### config.mk
export PLATFORM = sky130hd
export DESIGN_NAME = rtc_core
export DESIGN_NICKNAME = d
export VERILOG_FILES = /design/src/rtl/rtc_pkg.sv /design/src/rtl/rtc_core.sv /design/src/rtl/osc_divider.sv /design/src/rtl/serial_slave.sv
export SDC_FILE = /design/constraint.sdc
export NUM_CORES = 1
export LEC_CHECK = 0
export ABC_AREA = 1
export BUFFER_PORTS_ARGS = -buffer_cell sky130_fd_sc_hd__buf_4
export CORE_MARGIN = 2
export CORE_UTILIZATION = 50
export CTS_BUF_LIST = sky130_fd_sc_hd__clkbuf_8
export DETAILED_ROUTE_END_ITERATION = 10
export PLACE_DENSITY_LB_ADDON = 0.08
export RECOVER_POWER = 25
export SKIP_LAST_GASP = 1
export SYNTH_ARGS = -nofsm -noshare
export SYNTH_HDL_FRONTEND = slang
export SYNTH_SLANG_ARGS = --single-unit
### constraint.sdc
create_clock -name core_clk -period 5.3 [get_ports core_clk]
set_input_delay 1.325 -clock core_clk [delete_from_list [all_inputs] [get_ports core_clk]]
set_output_delay 1.325 -clock core_clk [all_outputs]
set_load 0.01 [all_outputs]
### src/rtl/rtc_pkg.sv
// Shared constants and types of the BCD real-time clock
package rtc_pkg;
  // ---------------------------------------------------------------
  // Register addresses
  // ---------------------------------------------------------------
  localparam logic [2:0] ADDR_SEC = 3'h0;
  localparam logic [2:0] ADDR_MIN = 3'h1;
  localparam logic [2:0] ADDR_HOUR = 3'h2;
  localparam logic [2:0] ADDR_WDAY = 3'h3;
  localparam logic [2:0] ADDR_DATE = 3'h4;
  localparam logic [2:0] ADDR_MONTH = 3'h5;
  localparam logic [2:0] ADDR_YEAR = 3'h6;
  localparam logic [2:0] ADDR_CTRL = 3'h7;
  localparam int TIME_REGS = 7;
  // ---------------------------------------------------------------
  // Field positions and write masks
  // ---------------------------------------------------------------
  localparam int HALT_BIT = 7;
  localparam int CENT_EN_BIT = 7;
  localparam int CENT_FLAG_BIT = 6;
  localparam int OUT_BIT = 7;
  localparam int TEST_SEL_BIT = 6;
  localparam int SIGN_BIT = 5;
  localparam logic [7:0] SEC_MASK = 8'h7F;
  localparam logic [7:0] MIN_MASK = 8'h7F;
  localparam logic [7:0] HOUR_MASK = 8'h3F;
  localparam logic [7:0] WDAY_MASK = 8'h07;
  localparam logic [7:0] DATE_MASK = 8'h3F;
  localparam logic [7:0] MONTH_MASK = 8'h1F;
  localparam logic [7:0] CAL_MASK = 8'h1F;
  // ---------------------------------------------------------------
  // BCD limits, month codes, reset values
  // ---------------------------------------------------------------
  localparam logic [3:0] UNIT_MAX = 4'h9;
  localparam logic [7:0] BCD_ZERO = 8'h00;
  localparam logic [7:0] BCD_ONE = 8'h01;
  localparam logic [7:0] SEC_LAST = 8'h59;
  localparam logic [7:0] HOUR_LAST = 8'h23;
  localparam logic [7:0] WDAY_LAST = 8'h07;
  localparam logic [7:0] MONTH_LAST = 8'h12;
  localparam logic [7:0] YEAR_LAST = 8'h99;
  localparam logic [7:0] DAYS_28 = 8'h28;
  localparam logic [7:0] DAYS_29 = 8'h29;
  localparam logic [7:0] DAYS_30 = 8'h30;
  localparam logic [7:0] DAYS_31 = 8'h31;
  localparam logic [7:0] MON_FEB = 8'h02;
  localparam logic [7:0] MON_APR = 8'h04;
  localparam logic [7:0] MON_JUN = 8'h06;
  localparam logic [7:0] MON_SEP = 8'h09;
  localparam logic [7:0] MON_NOV = 8'h11;
  localparam logic [7:0] CTRL_RST = 8'h80;
  // ---------------------------------------------------------------
  // Oscillator and calibration timing
  // ---------------------------------------------------------------
  localparam int OSC_HZ = 32768;
  localparam int TEST_HZ = 512;
  localparam int SHORT_CYC = 128;
  localparam int LONG_CYC = 256;
  localparam int CAL_CYCLE_MIN = 64;
  localparam logic [15:0] SEC_NORM = 16'(OSC_HZ);
  localparam logic [15:0] SEC_SHORT = 16'(OSC_HZ - SHORT_CYC);
  localparam logic [15:0] SEC_LONG = 16'(OSC_HZ + LONG_CYC);
  localparam logic [4:0] TEST_HALF = 5'(OSC_HZ / (2 * TEST_HZ) - 1);
  // ---------------------------------------------------------------
  // Core clock and read-hold time
  // ---------------------------------------------------------------
  localparam int CLK_HZ = 20_000_000;
  localparam int HOLD_MS = 250;
  localparam int HOLD_CYCLES_DEF = HOLD_MS * (CLK_HZ / 1000);
  localparam int HOLD_W = 23;
  // Bus address of the slave; the value is arbitrary
  localparam logic [6:0] SLAVE_ADDR_DEF = 7'h50;
  // ---------------------------------------------------------------
  // Serial port states
  // ---------------------------------------------------------------
  typedef enum logic [2:0] {
    SP_IDLE, SP_RX, SP_ACK, SP_TX, SP_MACK
  } sport_state_e;
  typedef enum logic [1:0] {PH_ADDR, PH_PTR, PH_DATA} sport_phase_e;
endpackage

### src/rtl/rtc_core.sv
// BCD timekeeper with calibration, read hold and test output pin
`timescale 1ns/1ps
module rtc_core #(
  parameter int HOLD_CYCLES = rtc_pkg::HOLD_CYCLES_DEF,
  parameter logic [6:0] SLAVE_ADDR = rtc_pkg::SLAVE_ADDR_DEF
) (
  // Clock and reset
  input wire logic core_clk,
  input wire logic sys_rst,
  // Crystal
  input wire logic osc_pin,
  // Serial bus
  input wire logic scl_in,
  input wire logic sda_in,
  output logic sda_out,
  output logic sda_oe,
  // Test and level pin, open drain
  output logic test_level_out,
  output logic test_level_oe
);
  import rtc_pkg::*;

  // ---------------------------------------------------------------
  // Helpers
  // ---------------------------------------------------------------
  // Step a BCD count; anything at or past the last value wraps
  function automatic logic [8:0] bcd_step(input logic [7:0] v,
                                          input logic [7:0] last,
                                          input logic [7:0] first);
    logic [8:0] res;
    if (v >= last) begin
      res = {1'b1, first};
    end else if (v[3:0] >= UNIT_MAX) begin
      res = {1'b0, v[7:4] + 4'h1, 4'h0};
    end else begin
      res = {1'b0, v[7:4], v[3:0] + 4'h1};
    end
    return res;
  endfunction

  // Last date of the month; years divisible by four are leap years
  function automatic logic [7:0] month_end(input logic [7:0] mon,
                                           input logic [7:0] yr);
    logic leap;
    logic [7:0] res;
    leap = yr[4] ? (yr[3:0] == 4'h2 || yr[3:0] == 4'h6)
                 : (yr[3:0] == 4'h0 || yr[3:0] == 4'h4 ||
                    yr[3:0] == 4'h8);
    if (mon == MON_FEB) begin
      res = leap ? DAYS_29 : DAYS_28;
    end else if (mon == MON_APR || mon == MON_JUN ||
                 mon == MON_SEP || mon == MON_NOV) begin
      res = DAYS_30;
    end else begin
      res = DAYS_31;
    end
    return res;
  endfunction

  // ---------------------------------------------------------------
  // State
  // ---------------------------------------------------------------
  typedef struct packed {
    logic osc_halt;
    logic [7:0] sec;
    logic [7:0] min;
    logic century_roll_enable;
    logic century_flag;
    logic [7:0] hour;
    logic [7:0] wday;
    logic [7:0] date;
    logic [7:0] month;
    logic [7:0] year;
    logic [7:0] ctrl;
    logic [5:0] cal_min;
    logic [HOLD_W-1:0] hold_cnt;
    logic [TIME_REGS-1:0][7:0] vis;
    logic pin_oe;
  } rtc_s;

  rtc_s r_reg, r_next;

  logic sec_tick;
  logic test_wave;
  logic cal_now;
  logic [2:0] reg_ptr;
  logic wr_stb;
  logic [7:0] wr_data;
  logic [7:0] rd_data;
  logic rd_active;
  logic [TIME_REGS-1:0][7:0] live;

  // ---------------------------------------------------------------
  // Divider and serial port
  // ---------------------------------------------------------------
  osc_divider u_div (
    .core_clk(core_clk),
    .sys_rst(sys_rst),
    .osc_pin(osc_pin),
    .osc_halt(r_reg.osc_halt),
    .cal_now(cal_now),
    .cal_speed_up(r_reg.ctrl[SIGN_BIT]),
    .sec_tick(sec_tick),
    .test_wave(test_wave)
  );

  serial_slave #(.SLAVE_ADDR(SLAVE_ADDR)) u_port (
    .core_clk(core_clk),
    .sys_rst(sys_rst),
    .scl_in(scl_in),
    .sda_in(sda_in),
    .sda_out(sda_out),
    .sda_oe(sda_oe),
    .reg_ptr(reg_ptr),
    .wr_stb(wr_stb),
    .wr_data(wr_data),
    .rd_data(rd_data),
    .rd_active(rd_active)
  );

  // ---------------------------------------------------------------
  // Calibration window and register image
  // ---------------------------------------------------------------
  // Corrected second is second 00 of each of the first 2N minutes
  assign cal_now = (r_reg.sec == BCD_ZERO) &&
                   (r_reg.cal_min < {r_reg.ctrl[4:0], 1'b0});

  always_comb begin
    live[ADDR_SEC] = {r_reg.osc_halt, r_reg.sec[6:0]};
    live[ADDR_MIN] = r_reg.min & MIN_MASK;
    live[ADDR_HOUR] = {r_reg.century_roll_enable, r_reg.century_flag,
                       r_reg.hour[5:0]};
    live[ADDR_WDAY] = r_reg.wday & WDAY_MASK;
    live[ADDR_DATE] = r_reg.date & DATE_MASK;
    live[ADDR_MONTH] = r_reg.month & MONTH_MASK;
    live[ADDR_YEAR] = r_reg.year;
  end

  // Control is read directly; time bytes come from the held copy
  assign rd_data = (reg_ptr == ADDR_CTRL) ? r_reg.ctrl
                                          : r_reg.vis[reg_ptr];

  // ---------------------------------------------------------------
  // Counting, writes, read hold, pin
  // ---------------------------------------------------------------
  always_comb begin
    logic [8:0] st;
    logic [7:0] mlast;
    logic hold;
    st = '0;
    hold = 1'b0;
    mlast = month_end(r_reg.month, r_reg.year);
    r_next = r_reg;
    if (sec_tick) begin
      st = bcd_step(r_reg.sec, SEC_LAST, BCD_ZERO);
      r_next.sec = st[7:0];
      if (st[8]) begin
        st = bcd_step(r_reg.min, SEC_LAST, BCD_ZERO);
        r_next.min = st[7:0];
        // Six bits wrap at 64 minutes by themselves
        r_next.cal_min = r_reg.cal_min + 6'h01;
        if (st[8]) begin
          st = bcd_step(r_reg.hour, HOUR_LAST, BCD_ZERO);
          r_next.hour = st[7:0];
          if (st[8]) begin
            st = bcd_step(r_reg.wday, WDAY_LAST, BCD_ONE);
            r_next.wday = st[7:0];
            st = bcd_step(r_reg.date, mlast, BCD_ONE);
            r_next.date = st[7:0];
            if (st[8]) begin
              st = bcd_step(r_reg.month, MONTH_LAST, BCD_ONE);
              r_next.month = st[7:0];
              if (st[8]) begin
                st = bcd_step(r_reg.year, YEAR_LAST, BCD_ZERO);
                r_next.year = st[7:0];
                if (st[8] && r_reg.century_roll_enable) begin
                  r_next.century_flag = ~r_reg.century_flag;
                end
              end
            end
          end
        end
      end
    end
    // A write overrides the tick for the byte written
    if (wr_stb) begin
      unique case (reg_ptr)
        ADDR_SEC: begin
          r_next.osc_halt = wr_data[HALT_BIT];
          r_next.sec = wr_data & SEC_MASK;
        end
        ADDR_MIN: r_next.min = wr_data & MIN_MASK;
        ADDR_HOUR: begin
          r_next.century_roll_enable = wr_data[CENT_EN_BIT];
          r_next.century_flag = wr_data[CENT_FLAG_BIT];
          r_next.hour = wr_data & HOUR_MASK;
        end
        ADDR_WDAY: r_next.wday = wr_data & WDAY_MASK;
        ADDR_DATE: r_next.date = wr_data & DATE_MASK;
        ADDR_MONTH: r_next.month = wr_data & MONTH_MASK;
        ADDR_YEAR: r_next.year = wr_data;
        ADDR_CTRL: r_next.ctrl = wr_data;
      endcase
    end
    // Held copy stays still while a time byte is being read, but
    // never longer than the hold time; the true count keeps running
    hold = rd_active && (reg_ptr < ADDR_CTRL) &&
           (r_reg.hold_cnt < HOLD_W'(HOLD_CYCLES - 1));
    if (rd_active && (reg_ptr < ADDR_CTRL)) begin
      r_next.hold_cnt = r_reg.hold_cnt + (hold ? 1'b1 : 1'b0);
    end else begin
      r_next.hold_cnt = '0;
    end
    if (!hold) begin
      r_next.vis = live;
    end
    // Open drain: enable means pulling low
    if (r_reg.ctrl[TEST_SEL_BIT]) begin
      r_next.pin_oe = ~test_wave;
    end else begin
      r_next.pin_oe = ~r_reg.ctrl[OUT_BIT];
    end
  end

  always_ff @(posedge core_clk) begin
    if (sys_rst) begin
      r_reg <= '{wday: BCD_ONE, date: BCD_ONE, month: BCD_ONE,
                 ctrl: CTRL_RST, default: '0};
    end else begin
      r_reg <= r_next;
    end
  end

  assign test_level_out = 1'b0;
  assign test_level_oe = r_reg.pin_oe;
endmodule

### src/rtl/osc_divider.sv
// Crystal divider producing second ticks, calibration and test wave
`timescale 1ns/1ps
module osc_divider (
  // Clock and reset
  input wire logic core_clk,
  input wire logic sys_rst,
  // Crystal pin
  input wire logic osc_pin,
  // Control from the timekeeper
  input wire logic osc_halt,
  input wire logic cal_now,
  input wire logic cal_speed_up,
  // Results
  output logic sec_tick,
  output logic test_wave
);
  import rtc_pkg::*;

  typedef struct packed {
    logic osc_s1;
    logic osc_s2;
    logic osc_d;
    logic [15:0] sec_cnt;
    logic [4:0] test_cnt;
    logic test_wave;
    logic sec_tick;
  } div_s;

  div_s r_reg, r_next;
  logic [15:0] limit;

  always_comb begin
    r_next = r_reg;
    r_next.osc_s1 = osc_pin;
    r_next.osc_s2 = r_reg.osc_s1;
    r_next.osc_d = r_reg.osc_s2;
    r_next.sec_tick = 1'b0;
    // One second per corrected minute is cut or stretched here
    limit = SEC_NORM;
    if (cal_now) begin
      limit = cal_speed_up ? SEC_SHORT : SEC_LONG;
    end
    if (r_reg.osc_s2 && !r_reg.osc_d && !osc_halt) begin
      // Test wave counts raw crystal edges, ahead of the correction
      if (r_reg.test_cnt == TEST_HALF) begin
        r_next.test_cnt = '0;
        r_next.test_wave = ~r_reg.test_wave;
      end else begin
        r_next.test_cnt = r_reg.test_cnt + 5'h01;
      end
      // Compare with >= so a limit that drops mid-second cannot skip
      if (r_reg.sec_cnt >= limit - 16'h0001) begin
        r_next.sec_cnt = '0;
        r_next.sec_tick = 1'b1;
      end else begin
        r_next.sec_cnt = r_reg.sec_cnt + 16'h0001;
      end
    end
  end

  always_ff @(posedge core_clk) begin
    if (sys_rst) begin
      r_reg <= '0;
    end else begin
      r_reg <= r_next;
    end
  end

  assign sec_tick = r_reg.sec_tick;
  assign test_wave = r_reg.test_wave;
endmodule

### src/rtl/serial_slave.sv
// Two-wire serial slave with auto-incrementing register pointer
`timescale 1ns/1ps
module serial_slave #(
  parameter logic [6:0] SLAVE_ADDR = rtc_pkg::SLAVE_ADDR_DEF
) (
  // Clock and reset
  input wire logic core_clk,
  input wire logic sys_rst,
  // Bus pins
  input wire logic scl_in,
  input wire logic sda_in,
  output logic sda_out,
  output logic sda_oe,
  // Register side
  output logic [2:0] reg_ptr,
  output logic wr_stb,
  output logic [7:0] wr_data,
  input wire logic [7:0] rd_data,
  output logic rd_active
);
  import rtc_pkg::*;

  typedef struct packed {
    logic scl_s1;
    logic scl_s2;
    logic scl_d;
    logic sda_s1;
    logic sda_s2;
    logic sda_d;
    sport_state_e st;
    sport_phase_e ph;
    logic [3:0] cnt;
    logic [7:0] sh;
    logic [2:0] ptr;
    logic rw;
    logic oe;
    logic wr_stb;
    logic [7:0] wr_data;
  } sport_s;

  sport_s r_reg, r_next;
  logic scl_rise, scl_fall, start_c, stop_c;

  always_comb begin
    scl_rise = r_reg.scl_s2 && !r_reg.scl_d;
    scl_fall = !r_reg.scl_s2 && r_reg.scl_d;
    start_c = r_reg.scl_s2 && r_reg.scl_d && !r_reg.sda_s2 && r_reg.sda_d;
    stop_c = r_reg.scl_s2 && r_reg.scl_d && r_reg.sda_s2 && !r_reg.sda_d;
    r_next = r_reg;
    r_next.scl_s1 = scl_in;
    r_next.scl_s2 = r_reg.scl_s1;
    r_next.scl_d = r_reg.scl_s2;
    r_next.sda_s1 = sda_in;
    r_next.sda_s2 = r_reg.sda_s1;
    r_next.sda_d = r_reg.sda_s2;
    r_next.wr_stb = 1'b0;
    if (start_c) begin
      r_next.st = SP_RX;
      r_next.ph = PH_ADDR;
      r_next.cnt = '0;
      r_next.oe = 1'b0;
    end else if (stop_c) begin
      r_next.st = SP_IDLE;
      r_next.oe = 1'b0;
    end else begin
      unique case (r_reg.st)
        SP_IDLE: begin
        end
        SP_RX: begin
          if (scl_rise) begin
            r_next.sh = {r_reg.sh[6:0], r_reg.sda_s2};
            r_next.cnt = r_reg.cnt + 4'h1;
          end else if (scl_fall && r_reg.cnt[3]) begin
            r_next.cnt = '0;
            r_next.oe = 1'b1;
            r_next.st = SP_ACK;
            unique case (r_reg.ph)
              PH_ADDR: begin
                r_next.rw = r_reg.sh[0];
                if (r_reg.sh[7:1] != SLAVE_ADDR) begin
                  r_next.oe = 1'b0;
                  r_next.st = SP_IDLE;
                end
              end
              PH_PTR: r_next.ptr = r_reg.sh[2:0];
              PH_DATA: begin
                r_next.wr_stb = 1'b1;
                r_next.wr_data = r_reg.sh;
              end
            endcase
          end
        end
        SP_ACK: begin
          if (scl_fall) begin
            r_next.oe = 1'b0;
            r_next.st = SP_RX;
            if (r_reg.ph == PH_ADDR && r_reg.rw) begin
              r_next.st = SP_TX;
              r_next.sh = rd_data;
              r_next.oe = ~rd_data[7];
              r_next.cnt = 4'h1;
            end else if (r_reg.ph == PH_ADDR) begin
              r_next.ph = PH_PTR;
            end else if (r_reg.ph == PH_PTR) begin
              r_next.ph = PH_DATA;
            end else begin
              r_next.ptr = r_reg.ptr + 3'h1;
            end
          end
        end
        SP_TX: begin
          if (scl_fall) begin
            if (r_reg.cnt[3]) begin
              r_next.oe = 1'b0;
              r_next.cnt = '0;
              r_next.st = SP_MACK;
            end else begin
              r_next.sh = {r_reg.sh[6:0], 1'b0};
              r_next.oe = ~r_reg.sh[6];
              r_next.cnt = r_reg.cnt + 4'h1;
            end
          end
        end
        SP_MACK: begin
          // Pointer moves only at the master's acknowledge
          if (scl_rise) begin
            if (!r_reg.sda_s2) begin
              r_next.ptr = r_reg.ptr + 3'h1;
            end else begin
              r_next.st = SP_IDLE;
            end
          end else if (scl_fall) begin
            r_next.st = SP_TX;
            r_next.sh = rd_data;
            r_next.oe = ~rd_data[7];
            r_next.cnt = 4'h1;
          end
        end
      endcase
    end
  end

  always_ff @(posedge core_clk) begin
    if (sys_rst) begin
      r_reg <= '{scl_s1: 1'b1, scl_s2: 1'b1, scl_d: 1'b1,
                 sda_s1: 1'b1, sda_s2: 1'b1, sda_d: 1'b1,
                 st: SP_IDLE, ph: PH_ADDR, default: '0};
    end else begin
      r_reg <= r_next;
    end
  end

  assign sda_out = 1'b0;
  assign sda_oe = r_reg.oe;
  assign reg_ptr = r_reg.ptr;
  assign wr_stb = r_reg.wr_stb;
  assign wr_data = r_reg.wr_data;
  assign rd_active = (r_reg.st == SP_TX) || (r_reg.st == SP_MACK);
endmodule

; ---- Yosys cells after proc, flatten, opt, wreduce, memory -nomap -nowiden
; Cells that the tools add are included.
[classes]
add_sub_neg = 21
n_lt_le_gt_ge = 19
n_eq_ne = 50
mux = 119
n_bitwise = 13
reduce_logical = 55
[ops]
columns = operator, count
row1 = $mux 9, 28
row2 = $mux 8, 22
row3 = $mux 41, 3
row4 = $mux 16, 5
row5 = $mux 66, 1
row6 = $add 4x1->4 const B, 15
row7 = $mux 12, 4
row8 = $pmux 12 s4, 1
row9 = $mux 3, 13
row10 = $mux 32, 1
row11 = $ge 4x4->1 const B, 7
row12 = $mux 14, 2
row13 = $bmux 8 s3, 1
row14 = $reduce_and 8->1, 3
row15 = $add 23x1->23, 1
row16 = $lt 23x23->1 const B, 1
row17 = $mux 20, 1
row18 = $mux 1, 19
row19 = $mux 18, 1
row20 = $ne 2x1->1 const B, 9
row21 = $add 16x1->16 const B, 1
row22 = $eq 8x3->1 const B, 2
row23 = $ge 16x16->1, 1
row24 = $ge 8x7->1 const B, 2
row25 = 61 further kinds, 133
[totals]
regBits = 205
inputBits = 5
output_inout_bits = 4
elab_cells = 321

; ---- Longest topological paths before layout
; Gate-level depths: netlist of the first run.
[depth]
depth_word = 34
ltp_mapped = 21
ltp_nobuf = 21

; ---- Modules after synthesis
; Synthesis of the first run repeated with hierarchy kept, for this count alone.
[unflattened]
cells_unflattened = 1695
area_unflattened_um2 = 11686.2
[by_module_without_submodules]
columns = mod, n_inst, cells_each, area_per_inst_um2, seq_area_each_um2
row1 = rtc_core, 1, 1118, 7907.6, 2842.7
row2 = serial_slave, 1, 359, 2292.2, 740.7
row3 = osc_divider, 1, 218, 1486.4, 520.5

; ---- Worst setup path after synthesis of the first run
; OpenSTA, ideal clock, no wires.
[synth_path]
path_type = register to register
startpoint = reg u_port.r_reg[28] (netlist bit)
endpoint = reg r_reg[75] (netlist bit)
setup_ns = 0.128
t_arrival_ns = 2.595
required_ns = 5.172
setup_slack_ns = 2.577
stages_incl_launch_ff = 19
n_path_buf = 2
period_less_slack_ns = 2.723
path_cell_list = dfxtp_1 > inv_2 > nor2_2 > nand2_2 > a32oi_1 > nand4_1 > buf_4 > buf_4 > inv_1 > ha_1 > ha_1 > nand3_1 > nor2_2 > nand3_2 > nor2_4 > nand4_2 > nor2_2 > xnor2_1 > nor2_1
[synth_via]
elab_chain_cells = 6
elab_cells_between_ends = 9
classes_between = add/sub: 1 / eq/ne: 2 / mux: 1 / bitwise: 1 / reduce/logical: 4
[synth_rtl]
columns = item, line
row1 = from (decl), serial_slave.sv:41  ; sport_s r_reg, r_next;
row2 = from (signal assigned), serial_slave.sv:145  ; r_reg <= '{scl_s1: 1'b1, scl_s2: 1'b1, scl_d: 1'b1,
row3 = from (signal assigned), serial_slave.sv:149  ; r_reg <= r_next;
row4 = $eq 3x2->1 or $eq 3x3->1 (tied branches), serial_slave.sv:158  ; assign rd_active = (r_reg.st == SP_TX) || (r_reg.st == SP_MACK);
row5 = $logic_or 1x1->1 (*), serial_slave.sv:158
row6 = $logic_and 1x1->1 (*), "rtc_core.sv:207, rtc_core.sv:209"
row7 = $logic_and 1x1->1, rtc_core.sv:207  ; hold = rd_active && (reg_ptr < ADDR_CTRL) &&
row8 = $mux 1, rtc_core.sv:210  ; r_next.hold_cnt = r_reg.hold_cnt + (hold ? 1'b1 : 1'b0);
row9 = $add 23x1->23, rtc_core.sv:210
row10 = to (signal assigned), rtc_core.sv:227  ; r_reg <= '{wday: BCD_ONE, date: BCD_ONE, month: BCD_ONE,
row11 = to (signal assigned), rtc_core.sv:230  ; r_reg <= r_next;
row12 = to (decl), rtc_core.sv:81  ; rtc_s r_reg, r_next;
; Every way passes the cells marked *; elsewhere a longest branch is shown, timed or not.
; A chain may end at the register's enable or synchronous reset.

; ---- Final worst setup path of the first run
[layout_path]
startpoint = in sys_rst
endpoint = reg r_reg[69] (netlist bit)
[layout_via]
elab_chain_cells = 1
[layout_rtl]
columns = item, line
row1 = from (decl), rtc_core.sv:9  ; input wire logic sys_rst,
row2 = $reduce_or 2->1 (no line), n/a
; No other way between the ends.

==> run metrics, run 1 <==
Setup Slack @ Placement 2.15 ns; Total Routing Usage GR 25.1%; layout cell share with drive strength beyond 1 7.19%; clock buffer depth 3; status finished, violations left; Synth async-reset ratio 0%; Max Cap Viol 1; ys flop type dfxtp_1; CP startpoint kind input pin; worst reg2reg path startpoint live[40]; Area Growth Syn to Fin 8.45%; worst setup margin 1.43 ns; Yosys cell types 52; max reg flops 96; Core Region 22,400 µm²; I/O pins 9; Mean Syn Cell Area 6.87 µm²; Synth Cell Area 11,400 µm²; cell-internal power 2.95 mW; slew margin rel. -6.77%; Synth Warn # 0; post_cts resized 0; fin nets 1,732; Synth top area share 36.1%; CP max-delay cell clkbuf_1; CTS tree yes; R2R Setup Slk 2.13 ns; GPL Wtd Cong 0.913; CP cell instances clkbuf_1 > inv_1 > nand2_1 > inv_1 > o21ai_0 > a21oi_1; final wirelength 29,700 µm; CP max stage delay 1.13 ns; Final ANT Viol Nets 0; part of the power in registers 39.1%; clk_skew 0.0124 ns; CP Class input pin to flop; worst path required time 5.74 ns; number of setup buffers added after CTS 0; RSZ-0062 raised after global routing no; port bufs 6; hold path start u_div.r_next[24]; ANT cells 0; die footprint 23,900 µm²; filler instances 2,272; Power Density 375 nW/µm²; crit-path most repeated cell inv_1; Sw Pwr 1.67 mW; grt total ovfl 0; Die Height 155 µm; Synth Instances 1,652; Final setup viols 0; Remaining DRCs 0; Static Leak 5.69 nW; post-DP HPWL 21,200 µm; top cells by area, synth dfxtp_1 36%, nand2_1 12%, nor2_1 8.4%; failing checks capacitance limit, slew limit; first-pass GRT wire length 48,900 µm; final period utilization 73.0%; First DRT Iteration DRCs 661; post-synth top area cell dfxtp_1; Min Clock Period, post-route 3.87 ns; Initial Utilization 50.6%; CTS Hold Buffers Added 0; WL per Instance 15.1 µm; final setup TNS 0 ns; Worst Setup SP sys_rst; Slew @ Worst Pin 1.60 ns; EDFF count, synth 0; commonest non-fill, non-tap cells in the layout 352 x nand2_1, 254 x nor2_1, 208 x inv_1, 205 x dfxtp_1, 116 x a21oi_1; clock group share of total power 34.4%; number of global-route vias before repair 9,718; WP buf/inv 3; pin count of the biggest net entering global routing 91; clk_lat worst skew 0.54 ns; Hold Crit Class flop to flop; Top delay family on crit path buffers and inverters; most common cell after layout, fill and taps aside nand2_1; CTS Buf Count 37; Die X 155 µm; Inst Count DP 1,902; H-tree depth 2; # rows 55; vias per cell 5.32; clock sinks 205; Fmax achieved 259 MHz; Arr. time, crit path 4.30 ns; Vias 10,500; post-synthesis register bit count 205; First-pass DRT Iterations 5; CTS root buf clkbuf_8; logic gate share of total power 26.5%; crit end category flop; total power 4.62 mW; Final Util 54.9%; initial antenna violation count 0; final-report hold violation count 0; register area share after synthesis 36.1%; Final Max Slew Viols 28; worst-path fanout max 27; Clk pin slew, worst setup/hold paths 0.06 ns; Net Sw Frac 36.2%; final cell count without fillers 1,967; Peak supply drop 237 µV
==> worst paths after layout <==
check	end	depth (start not counted)
worst max-delay path	r_reg[69]	6
worst min-delay path	u_div.r_next[23]	2
worst max register to register	live[48]	21
worst min register to register	u_div.r_next[23]	2
==> synth_stat cells (11+ instances only) <==
master	number
a21oi_1	116
a22oi_1	17
clkbuf_1	17
dfxtp_1	205
ha_1	71
inv_1	201
nand2_1	352
nand3_1	96
nand4_1	24
nor2_1	254
nor2_2	11
nor3_1	28
o211ai_1	11
o21ai_0	89
xor2_1	18
==> logic make-up after synthesis <==
kind of cell | synth area share (%)
AO/OA/AOI/OAI | 13.9
XOR/XNOR | 2.08
adder cells (fa/ha/maj) | 7.82
buffers and inverters | 9.50
flip-flops | 36.1
other | 0.0330
AND/OR/NAND/NOR | 30.5
==> per-layer routing <==
| layer | wire, µm | track usage [%] |
|---|---|---|
| met1 | 13800 | 33.7 |
| met4 | 1090 | 10.3 |
| met2 | 13200 | 40.8 |
| met5 | 0 | 0 |
| met3 | 1640 | 3.47 |
==> tightest hold or removal path: cells and delay by family (launching register included) <==
family        cells  cell delay, ns
flops             1            0.29
buf+inv           1            0.04
simple gates      1            0.03
==> stage by stage <==
stage          cell area, µm²  hold slack [ns]
2_1_floorplan           11400            0.388
3_3_place_gp            11500            0.393
3_5_place_dp            11500            0.393
4_1_cts                 12300            0.401
5_1_grt                 12300            0.424
6_report                12300            0.401
==> power by group through the flow <==
stage,logic [mW],clock network (mW),registers [mW]
global route,1.39,1.70,1.82
global placement,1.22,0,1.83
finish,1.22,1.59,1.81
detailed placement,1.21,0,1.84
CTS,1.22,1.63,1.80
floorplan,1.01,0,1.78
==> area by class of cell <==
| type | count | area (µm²) | area share (%) |
|---|---|---|---|
| inverters | 215 | 807 | 6.55 |
| clock inverters | 18 | 140 | 1.14 |
| flip-flops and latches | 205 | 4100 | 33.3 |
| multi-input cells | 1187 | 6180 | 50.2 |
| repair buffers | 10 | 83.8 | 0.681 |
| well taps | 285 | 357 | 2.90 |
| clock buffers | 47 | 647 | 5.25 |
Note: power is estimated with default switching activity, not from simulation.
==> run 2, diff against run 1 <==
ABC_AREA = 0   (was 1)
clock period = 3.1 ns   (was 5.3 ns; I/O delays follow)
==> run 2 against run 1 <==
Effect of this change:
- the flow now finishes without violations
- cell count fell by 17%
- critical path depth rose by 7
- sequential share of layout area rose by 0.23 points
- largest cell class unchanged
- highest routed layer unchanged
==> run metrics, run 2 <==
status completed (was finished, violations left); CP cell instances inv_2 > ha_2 > nor2_1 > o22ai_1 > nand3_1 > nand2_1 > nand2_1 > ha_1 > or4b_4 > a21oi_4 > o21ai_4 > or4b_4 > a311oi_2 (was clkbuf_1 > inv_1 > nand2_1 > inv_1 > o21ai_0 > a21oi_1); CTS Hold Buffers Added 0 (unchanged); part of the power in registers 51.3% (was 39.1%); Area Growth Syn to Fin 11.6% (was 8.45%); CP startpoint kind flop (was input pin); worst setup margin 0.159 ns (was 1.43 ns); cell-internal power 3.99 mW (was 2.95 mW); Final ANT Viol Nets 0 (unchanged); Synth Cell Area 11,000 µm² (was 11,400 µm²); logic gate share of total power 2.9% (was 26.5%); post-DP HPWL 18,900 µm (was 21,200 µm); Fmax achieved 340 MHz; Synth Warn # 0 (unchanged); filler instances 1,992 (was 2,272); Peak supply drop 272 µV (was 237 µV); first-pass GRT wire length 45,200 µm (was 48,900 µm); final-report hold violation count 0 (unchanged); Die X 152 µm (was 155 µm); Final Max Slew Viols 0 (was 28); ys flop type dfxtp_1 (unchanged); Sw Pwr 1.24 mW (was 1.67 mW); EDFF count, synth 0 (unchanged); I/O pins 9 (unchanged); die footprint 23,100 µm² (was 23,900 µm²); layout cell share with drive strength beyond 1 11.2% (was 7.19%); most instantiated cells after synthesis 205 x dfxtp_1, 185 x nand2_1, 145 x nor2_1, 72 x a21oi_1, 71 x ha_1 (was 352 x nand2_1, 254 x nor2_1, 205 x dfxtp_1, 201 x inv_1, 116 x a21oi_1); Synth top area share 37.4% (was 36.1%); total power 5.23 mW (was 4.62 mW); Arr. time, crit path 3.38 ns (was 4.30 ns); CTS tree yes (unchanged); CP max-delay cell or4b_4 (was clkbuf_1); ANT cells 0 (unchanged); register area share after synthesis 37.4% (was 36.1%); Vias 9,324 (was 10,500); Clk pin slew, worst setup/hold paths 0.06 ns (about the same); GPL Wtd Cong 0.859 (was 0.913); top cells by area, synth dfxtp_1 37%, ha_1 8.1%, nand2_1 6.3% (was dfxtp_1 36%, nand2_1 12%, nor2_1 8.4%); Remaining DRCs 0 (unchanged); CP max stage delay 0.50 ns (was 1.13 ns); final setup TNS 0 ns (unchanged); Power Density 427 nW/µm² (was 375 nW/µm²); Total Routing Usage GR 23.6% (was 25.1%); Mean Syn Cell Area 8.35 µm² (was 6.87 µm²); Core Region 21,700 µm² (was 22,400 µm²); fin nets 1,412 (was 1,732); post-synthesis register bit count 205 (unchanged); # rows 54 (was 55); Max Cap Viol 0 (was 1); Net Sw Frac 23.7% (was 36.2%); max reg flops 96 (unchanged); initial antenna violation count 0 (unchanged); commonest non-fill, non-tap cells in the layout 202 x dfxtp_1, 185 x nand2_1, 142 x nor2_1, 71 x a21oi_1 (was 352 x nand2_1, 254 x nor2_1, 208 x inv_1, 205 x dfxtp_1, 116 x a21oi_1); Synth Instances 1,314 (was 1,652); clock group share of total power 45.8% (was 34.4%); clock buffer depth 3 (unchanged); Yosys cell types 71 (was 52); cell with the most instances after synthesis dfxtp_1 (was nand2_1); port bufs 6 (unchanged); WL per Instance 16.9 µm (was 15.1 µm); Setup Slack @ Placement -0.0172 ns (was 2.15 ns); Min Clock Period, post-route 2.94 ns; Final setup viols 0 (unchanged); number of global-route vias before repair 8,840 (was 9,718); slew margin rel. 35.0% (was -6.77%); First DRT Iteration DRCs 614 (was 661); Initial Utilization 50.6% (about the same); post-synth top area cell dfxtp_1 (unchanged); Die Height 152 µm (was 155 µm); final period utilization 94.9%; Hold Crit Class flop to flop (unchanged); worst path required time 3.54 ns (was 5.74 ns); CTS Buf Count 37 (unchanged); pin count of the biggest net entering global routing 90 (was 91); vias per cell 5.69 (was 5.32); Synth async-reset ratio 0% (unchanged); final wirelength 27,700 µm (was 29,700 µm); clk_lat worst skew 0.53 ns (was 0.54 ns); First-pass DRT Iterations 5 (unchanged); grt total ovfl 0 (unchanged); CTS root buf clkbuf_8 (unchanged); crit end category flop (unchanged); clk_skew 0.0221 ns (was 0.0124 ns); most common cell after layout, fill and taps aside dfxtp_1 (was nand2_1); CP Class flop to flop (was input pin to flop); worst-path fanout max 6 (was 27); clock sinks 205 (unchanged); Slew @ Worst Pin 0.965 ns (was 1.60 ns); Static Leak 4.50 nW (was 5.69 nW); H-tree depth 2 (unchanged)
run 2: cell types whose count changed after synthesis, sizes merged, moves of 14 or more:
cell	previous run	this run
nand3	100	45
nand2b	0	19
a211oi	3	32
a21oi	118	72
inv	211	49
mux2i	0	66
nor2	270	145
o21ai	94	49
clkbuf	17	55
nor2b	0	14
nand2	359	185
run 2: worst max-delay path, delay by kind of cell (launching register included):
| kind | cells | cell delay [ns] |
|---|---|---|
| AO/OA/AOI/OAI | 4 | 0.65 |
| buffers and inverters | 1 | 0.12 |
| AND/OR/NAND/NOR | 6 | 1.25 |
| flip-flops | 1 | 0.36 |
| adder cells (fa/ha/maj) | 2 | 0.46 |
run 2: layout make-up:
class / count / area (µm²) / area share [%]
multi-input cells: 989 / 6500 / 53.1
well taps: 280 / 350 / 2.86
clock inverters: 19 / 78.8 / 0.644
inverters: 49 / 185 / 1.51
clock buffers: 44 / 606 / 4.95
repair buffers: 54 / 417 / 3.40
flip-flops and latches: 205 / 4110 / 33.6
run 2: metal layers:
layer	global-route usage (%)	share of wire [%]
met5	0	0
met1	33.3	48
met4	9.43	3.4
met2	36.4	43
met3	3.57	4.8
run 2: path summary, 6_finish.rpt:
path,startpoint,to,depth (start not counted),slack [ns]
worst min register to register,u_port.r_next[35],u_port.r_next[34],1,0.40
worst max-delay path,live[40],live[36],13,0.16
worst min-delay path,u_port.r_next[35],u_port.r_next[34],1,0.40
worst max register to register,live[40],live[36],13,0.16
run 2: cells by family after synthesis:
group / Yosys count / share of synthesized area, %
mux: 78 / 7.87
flops: 205 / 37.4
other cells: 1 / 0.0342
xor+xnor: 49 / 3.91
simple gates: 534 / 22.8
fa+ha+maj: 71 / 8.10
compound gates: 255 / 15.4
buf+inv: 121 / 4.46
run 2: timing repair:
item / 4_1_cts / 5_1_grt
pin swaps: 0 / 8
gates resized for setup: 3 / 27
endpoints found under the setup margin: 12 / 45
setup buffers: 0 / 4
hold endpoints to repair: 0 / 0
run 2: power groups by stage:
| stage | clock [mW] | sequential, mW | combinational [mW] |
|---|---|---|---|
| 3_5_place_dp | 0 | 2.74 | 0.153 |
| 3_3_place_gp | 0 | 2.74 | 0.152 |
| 5_1_grt | 2.57 | 2.68 | 0.170 |
| 4_1_cts | 2.46 | 2.68 | 0.154 |
| 6_report | 2.39 | 2.68 | 0.152 |
| 2_1_floorplan | 0 | 2.73 | 0.113 |
run 2: stage by stage:
step                      utilization (%)  cell area (µm²)  instances  hold slack, ns
final                                56.4            12200       1640           0.405
after global routing                 56.4            12200       1640           0.432
after CTS                            56.0            12200       1636           0.406
after detailed placement             52.8            11500       1573           0.393
after global placement               52.8            11500       1573           0.390
after floorplan                         -            11000       1315           0.389
==> run 3, diff against run 2 <==
CORE_UTILIZATION = 60   (was 50)
TNS_END_PERCENT = 30   (was unset)
==> run 3 against run 2 <==
Effect of this change:
- fmax down 0.65%
- clock power rose by 13%
- cell area shrank 0.33%
- setup slack worse by 0.019 ns
- critical endpoint unchanged
==> run metrics, run 3 (synthesis gave the netlist of run 2 again) <==
status completed (unchanged); Final Max Slew Viols 0 (unchanged); port bufs 6 (unchanged); Highest Signal Layer met4 (unchanged); pin count of the biggest net entering global routing 68 (was 90); vias per cell 5.91 (was 5.69); clk_skew 0.0189 ns (was 0.0221 ns); Initial Utilization 61.1% (was 50.6%); post-DP HPWL 18,400 µm (was 18,900 µm); worst hold slack 0.407 ns (was 0.405 ns); WL met3 1500 µm (was 1310 µm); Area Growth Syn to Fin 11.2% (was 11.6%); worst path required time 3.54 ns (about the same); Vias 9,336 (was 9,324); total power 5.54 mW (was 5.23 mW); Arr. time, crit path 3.40 ns (was 3.38 ns); ANT cells 0 (unchanged); logic gate share of total power 2.7% (was 2.9%); Hold Crit Class flop to flop (unchanged); part of the power in registers 48.5% (was 51.3%); cell-internal power 4.31 mW (was 3.99 mW); Core Region 18,000 µm² (was 21,700 µm²); slew margin rel. 32.0% (was 35.0%); commonest non-fill, non-tap cells in the layout 201 x dfxtp_1, 185 x nand2_1, 145 x nor2_1, 71 x a21oi_1, 67 x ha_1 (was 202 x dfxtp_1, 185 x nand2_1, 142 x nor2_1, 71 x a21oi_1); WL per Instance 16.8 µm (was 16.9 µm); Total Routing Usage GR 27.5% (was 23.6%); clock group share of total power 48.9% (was 45.8%); Routed met1 length 12,400 µm (was 13,400 µm); clock buffer depth 3 (unchanged); Final setup viols 0 (unchanged); First DRT Iteration DRCs 588 (was 614); filler instances 1,541 (was 1,992); grt total ovfl 0 (unchanged); Die Height 139 µm (was 152 µm); number of global-route vias before repair 8,999 (was 8,840); CTS Hold Buffers Added 0 (unchanged); CTS tree yes (unchanged); most common cell after layout, fill and taps aside dfxtp_1 (unchanged); H-tree depth 2 (unchanged); Power Density 454 nW/µm² (was 427 nW/µm²); Remaining DRCs 0 (unchanged); worst setup margin 0.140 ns (was 0.159 ns); layout cell share with drive strength beyond 1 11.3% (was 11.2%); # rows 49 (was 54); initial antenna violation count 0 (unchanged); GPL Wtd Cong 0.893 (was 0.859); final wirelength 26,500 µm (was 27,700 µm); Fmax achieved 338 MHz (was 340 MHz); met2 routed WL 11,800 µm (was 12,000 µm); die footprint 19,400 µm² (was 23,100 µm²); crit end category flop (unchanged); CTS Buf Count 37 (unchanged); Clk pin slew, worst setup/hold paths 0.06 ns (about the same); CP startpoint kind flop (unchanged); Net Sw Frac 22.2% (was 23.7%); Static Leak 4.48 nW (was 4.50 nW); Final ANT Viol Nets 0 (unchanged); CTS root buf clkbuf_8 (unchanged); fin nets 1,407 (was 1,412); clk_lat worst skew 0.53 ns (about the same); final period utilization 95.5% (was 94.9%); Slew @ Worst Pin 1.02 ns (was 0.965 ns); Peak supply drop 382 µV (was 272 µV); Sw Pwr 1.23 mW (was 1.24 mW); First-pass DRT Iterations 5 (unchanged); clock sinks 205 (unchanged); first-pass GRT wire length 44,400 µm (was 45,200 µm); final-report hold violation count 0 (unchanged); CP Class flop to flop (unchanged); worst-path fanout max 7 (was 6); Max Cap Viol 0 (unchanged); Die X 139 µm (was 152 µm); max reg flops 96 (unchanged); Min Clock Period, post-route 2.96 ns (was 2.94 ns); Setup Slack @ Placement 0.0323 ns (was -0.0172 ns); I/O pins 9 (unchanged)
[run 3: cell types whose count changed in the layout (fill, tap and decap cells not counted), moves of 2 or more]
cell	change
buf_12	-2
buf_4	-4
bufinv_16	+3
clkbuf_8	+3
clkinv_2	+3
inv_1	-11
nor2_1	+3
nor2_2	-3
[run 3: final cells by class]
class,instances,area [µm²],area share (%)
Clock inverter,12,130,1.07
Inverter,49,185,1.52
Timing Repair Buffer,49,358,2.93
Tap cell,229,287,2.35
Sequential cell,205,4110,33.7
Multi-Input combinational cell,989,6490,53.2
Clock buffer,47,647,5.30
[run 3: final timing paths]
path,start,to,slack (ns),depth (start not counted)
min reg2reg,u_port.r_next[35],u_port.r_next[34],0.41,1
max,live[48],live[36],0.14,13
max reg2reg,live[48],live[36],0.14,13
min,u_port.r_next[35],u_port.r_next[34],0.41,1
[run 3: power groups by stage]
stage | Clock, mW | Combinational [mW] | Sequential, mW
floorplan | 0 | 0.113 | 2.73
global placement | 0 | 0.146 | 2.74
detailed placement | 0 | 0.148 | 2.74
CTS | 2.75 | 0.148 | 2.68
global route | 2.86 | 0.164 | 2.68
finish | 2.71 | 0.147 | 2.68
[run 3: through the flow]
stage | utilization (%) | instance area [µm²] | cells | TNS (ns)
floorplan | - | 11000 | 1315 | 0
global placement | 63.2 | 11300 | 1520 | 0
detailed placement | 63.2 | 11300 | 1520 | 0
CTS | 67.5 | 12100 | 1579 | 0
global route | 67.9 | 12200 | 1580 | -0.153
finish | 67.9 | 12200 | 1580 | 0
[run 3: worst max-delay path, cell delays in order (launching register included)]
cell	delay [ns]
dfxtp_2	0.33
inv_2	0.04
ha_2	0.16
nand2b_1	0.11
a21boi_2	0.20
o221ai_2	0.11
nand3_1	0.09
nand2_1	0.06
ha_1	0.26
or4b_1	0.48
a21oi_2	0.18
o21ai_4	0.10
or4b_4	0.51
a311oi_2	0.24
[run 3: repair_timing]
action	CTS	global route
resized for setup	1	29
buffers inserted	0	1
pin swaps	0	3
endpoints found under the setup margin	1	41
[run 3: layer usage]
metal,vias to the layer above,track usage [%]
met3,50,4.23
met5,-,0
met1,4369,38.5
met2,249,43.0
li1,4668,-
met4,0,10.7
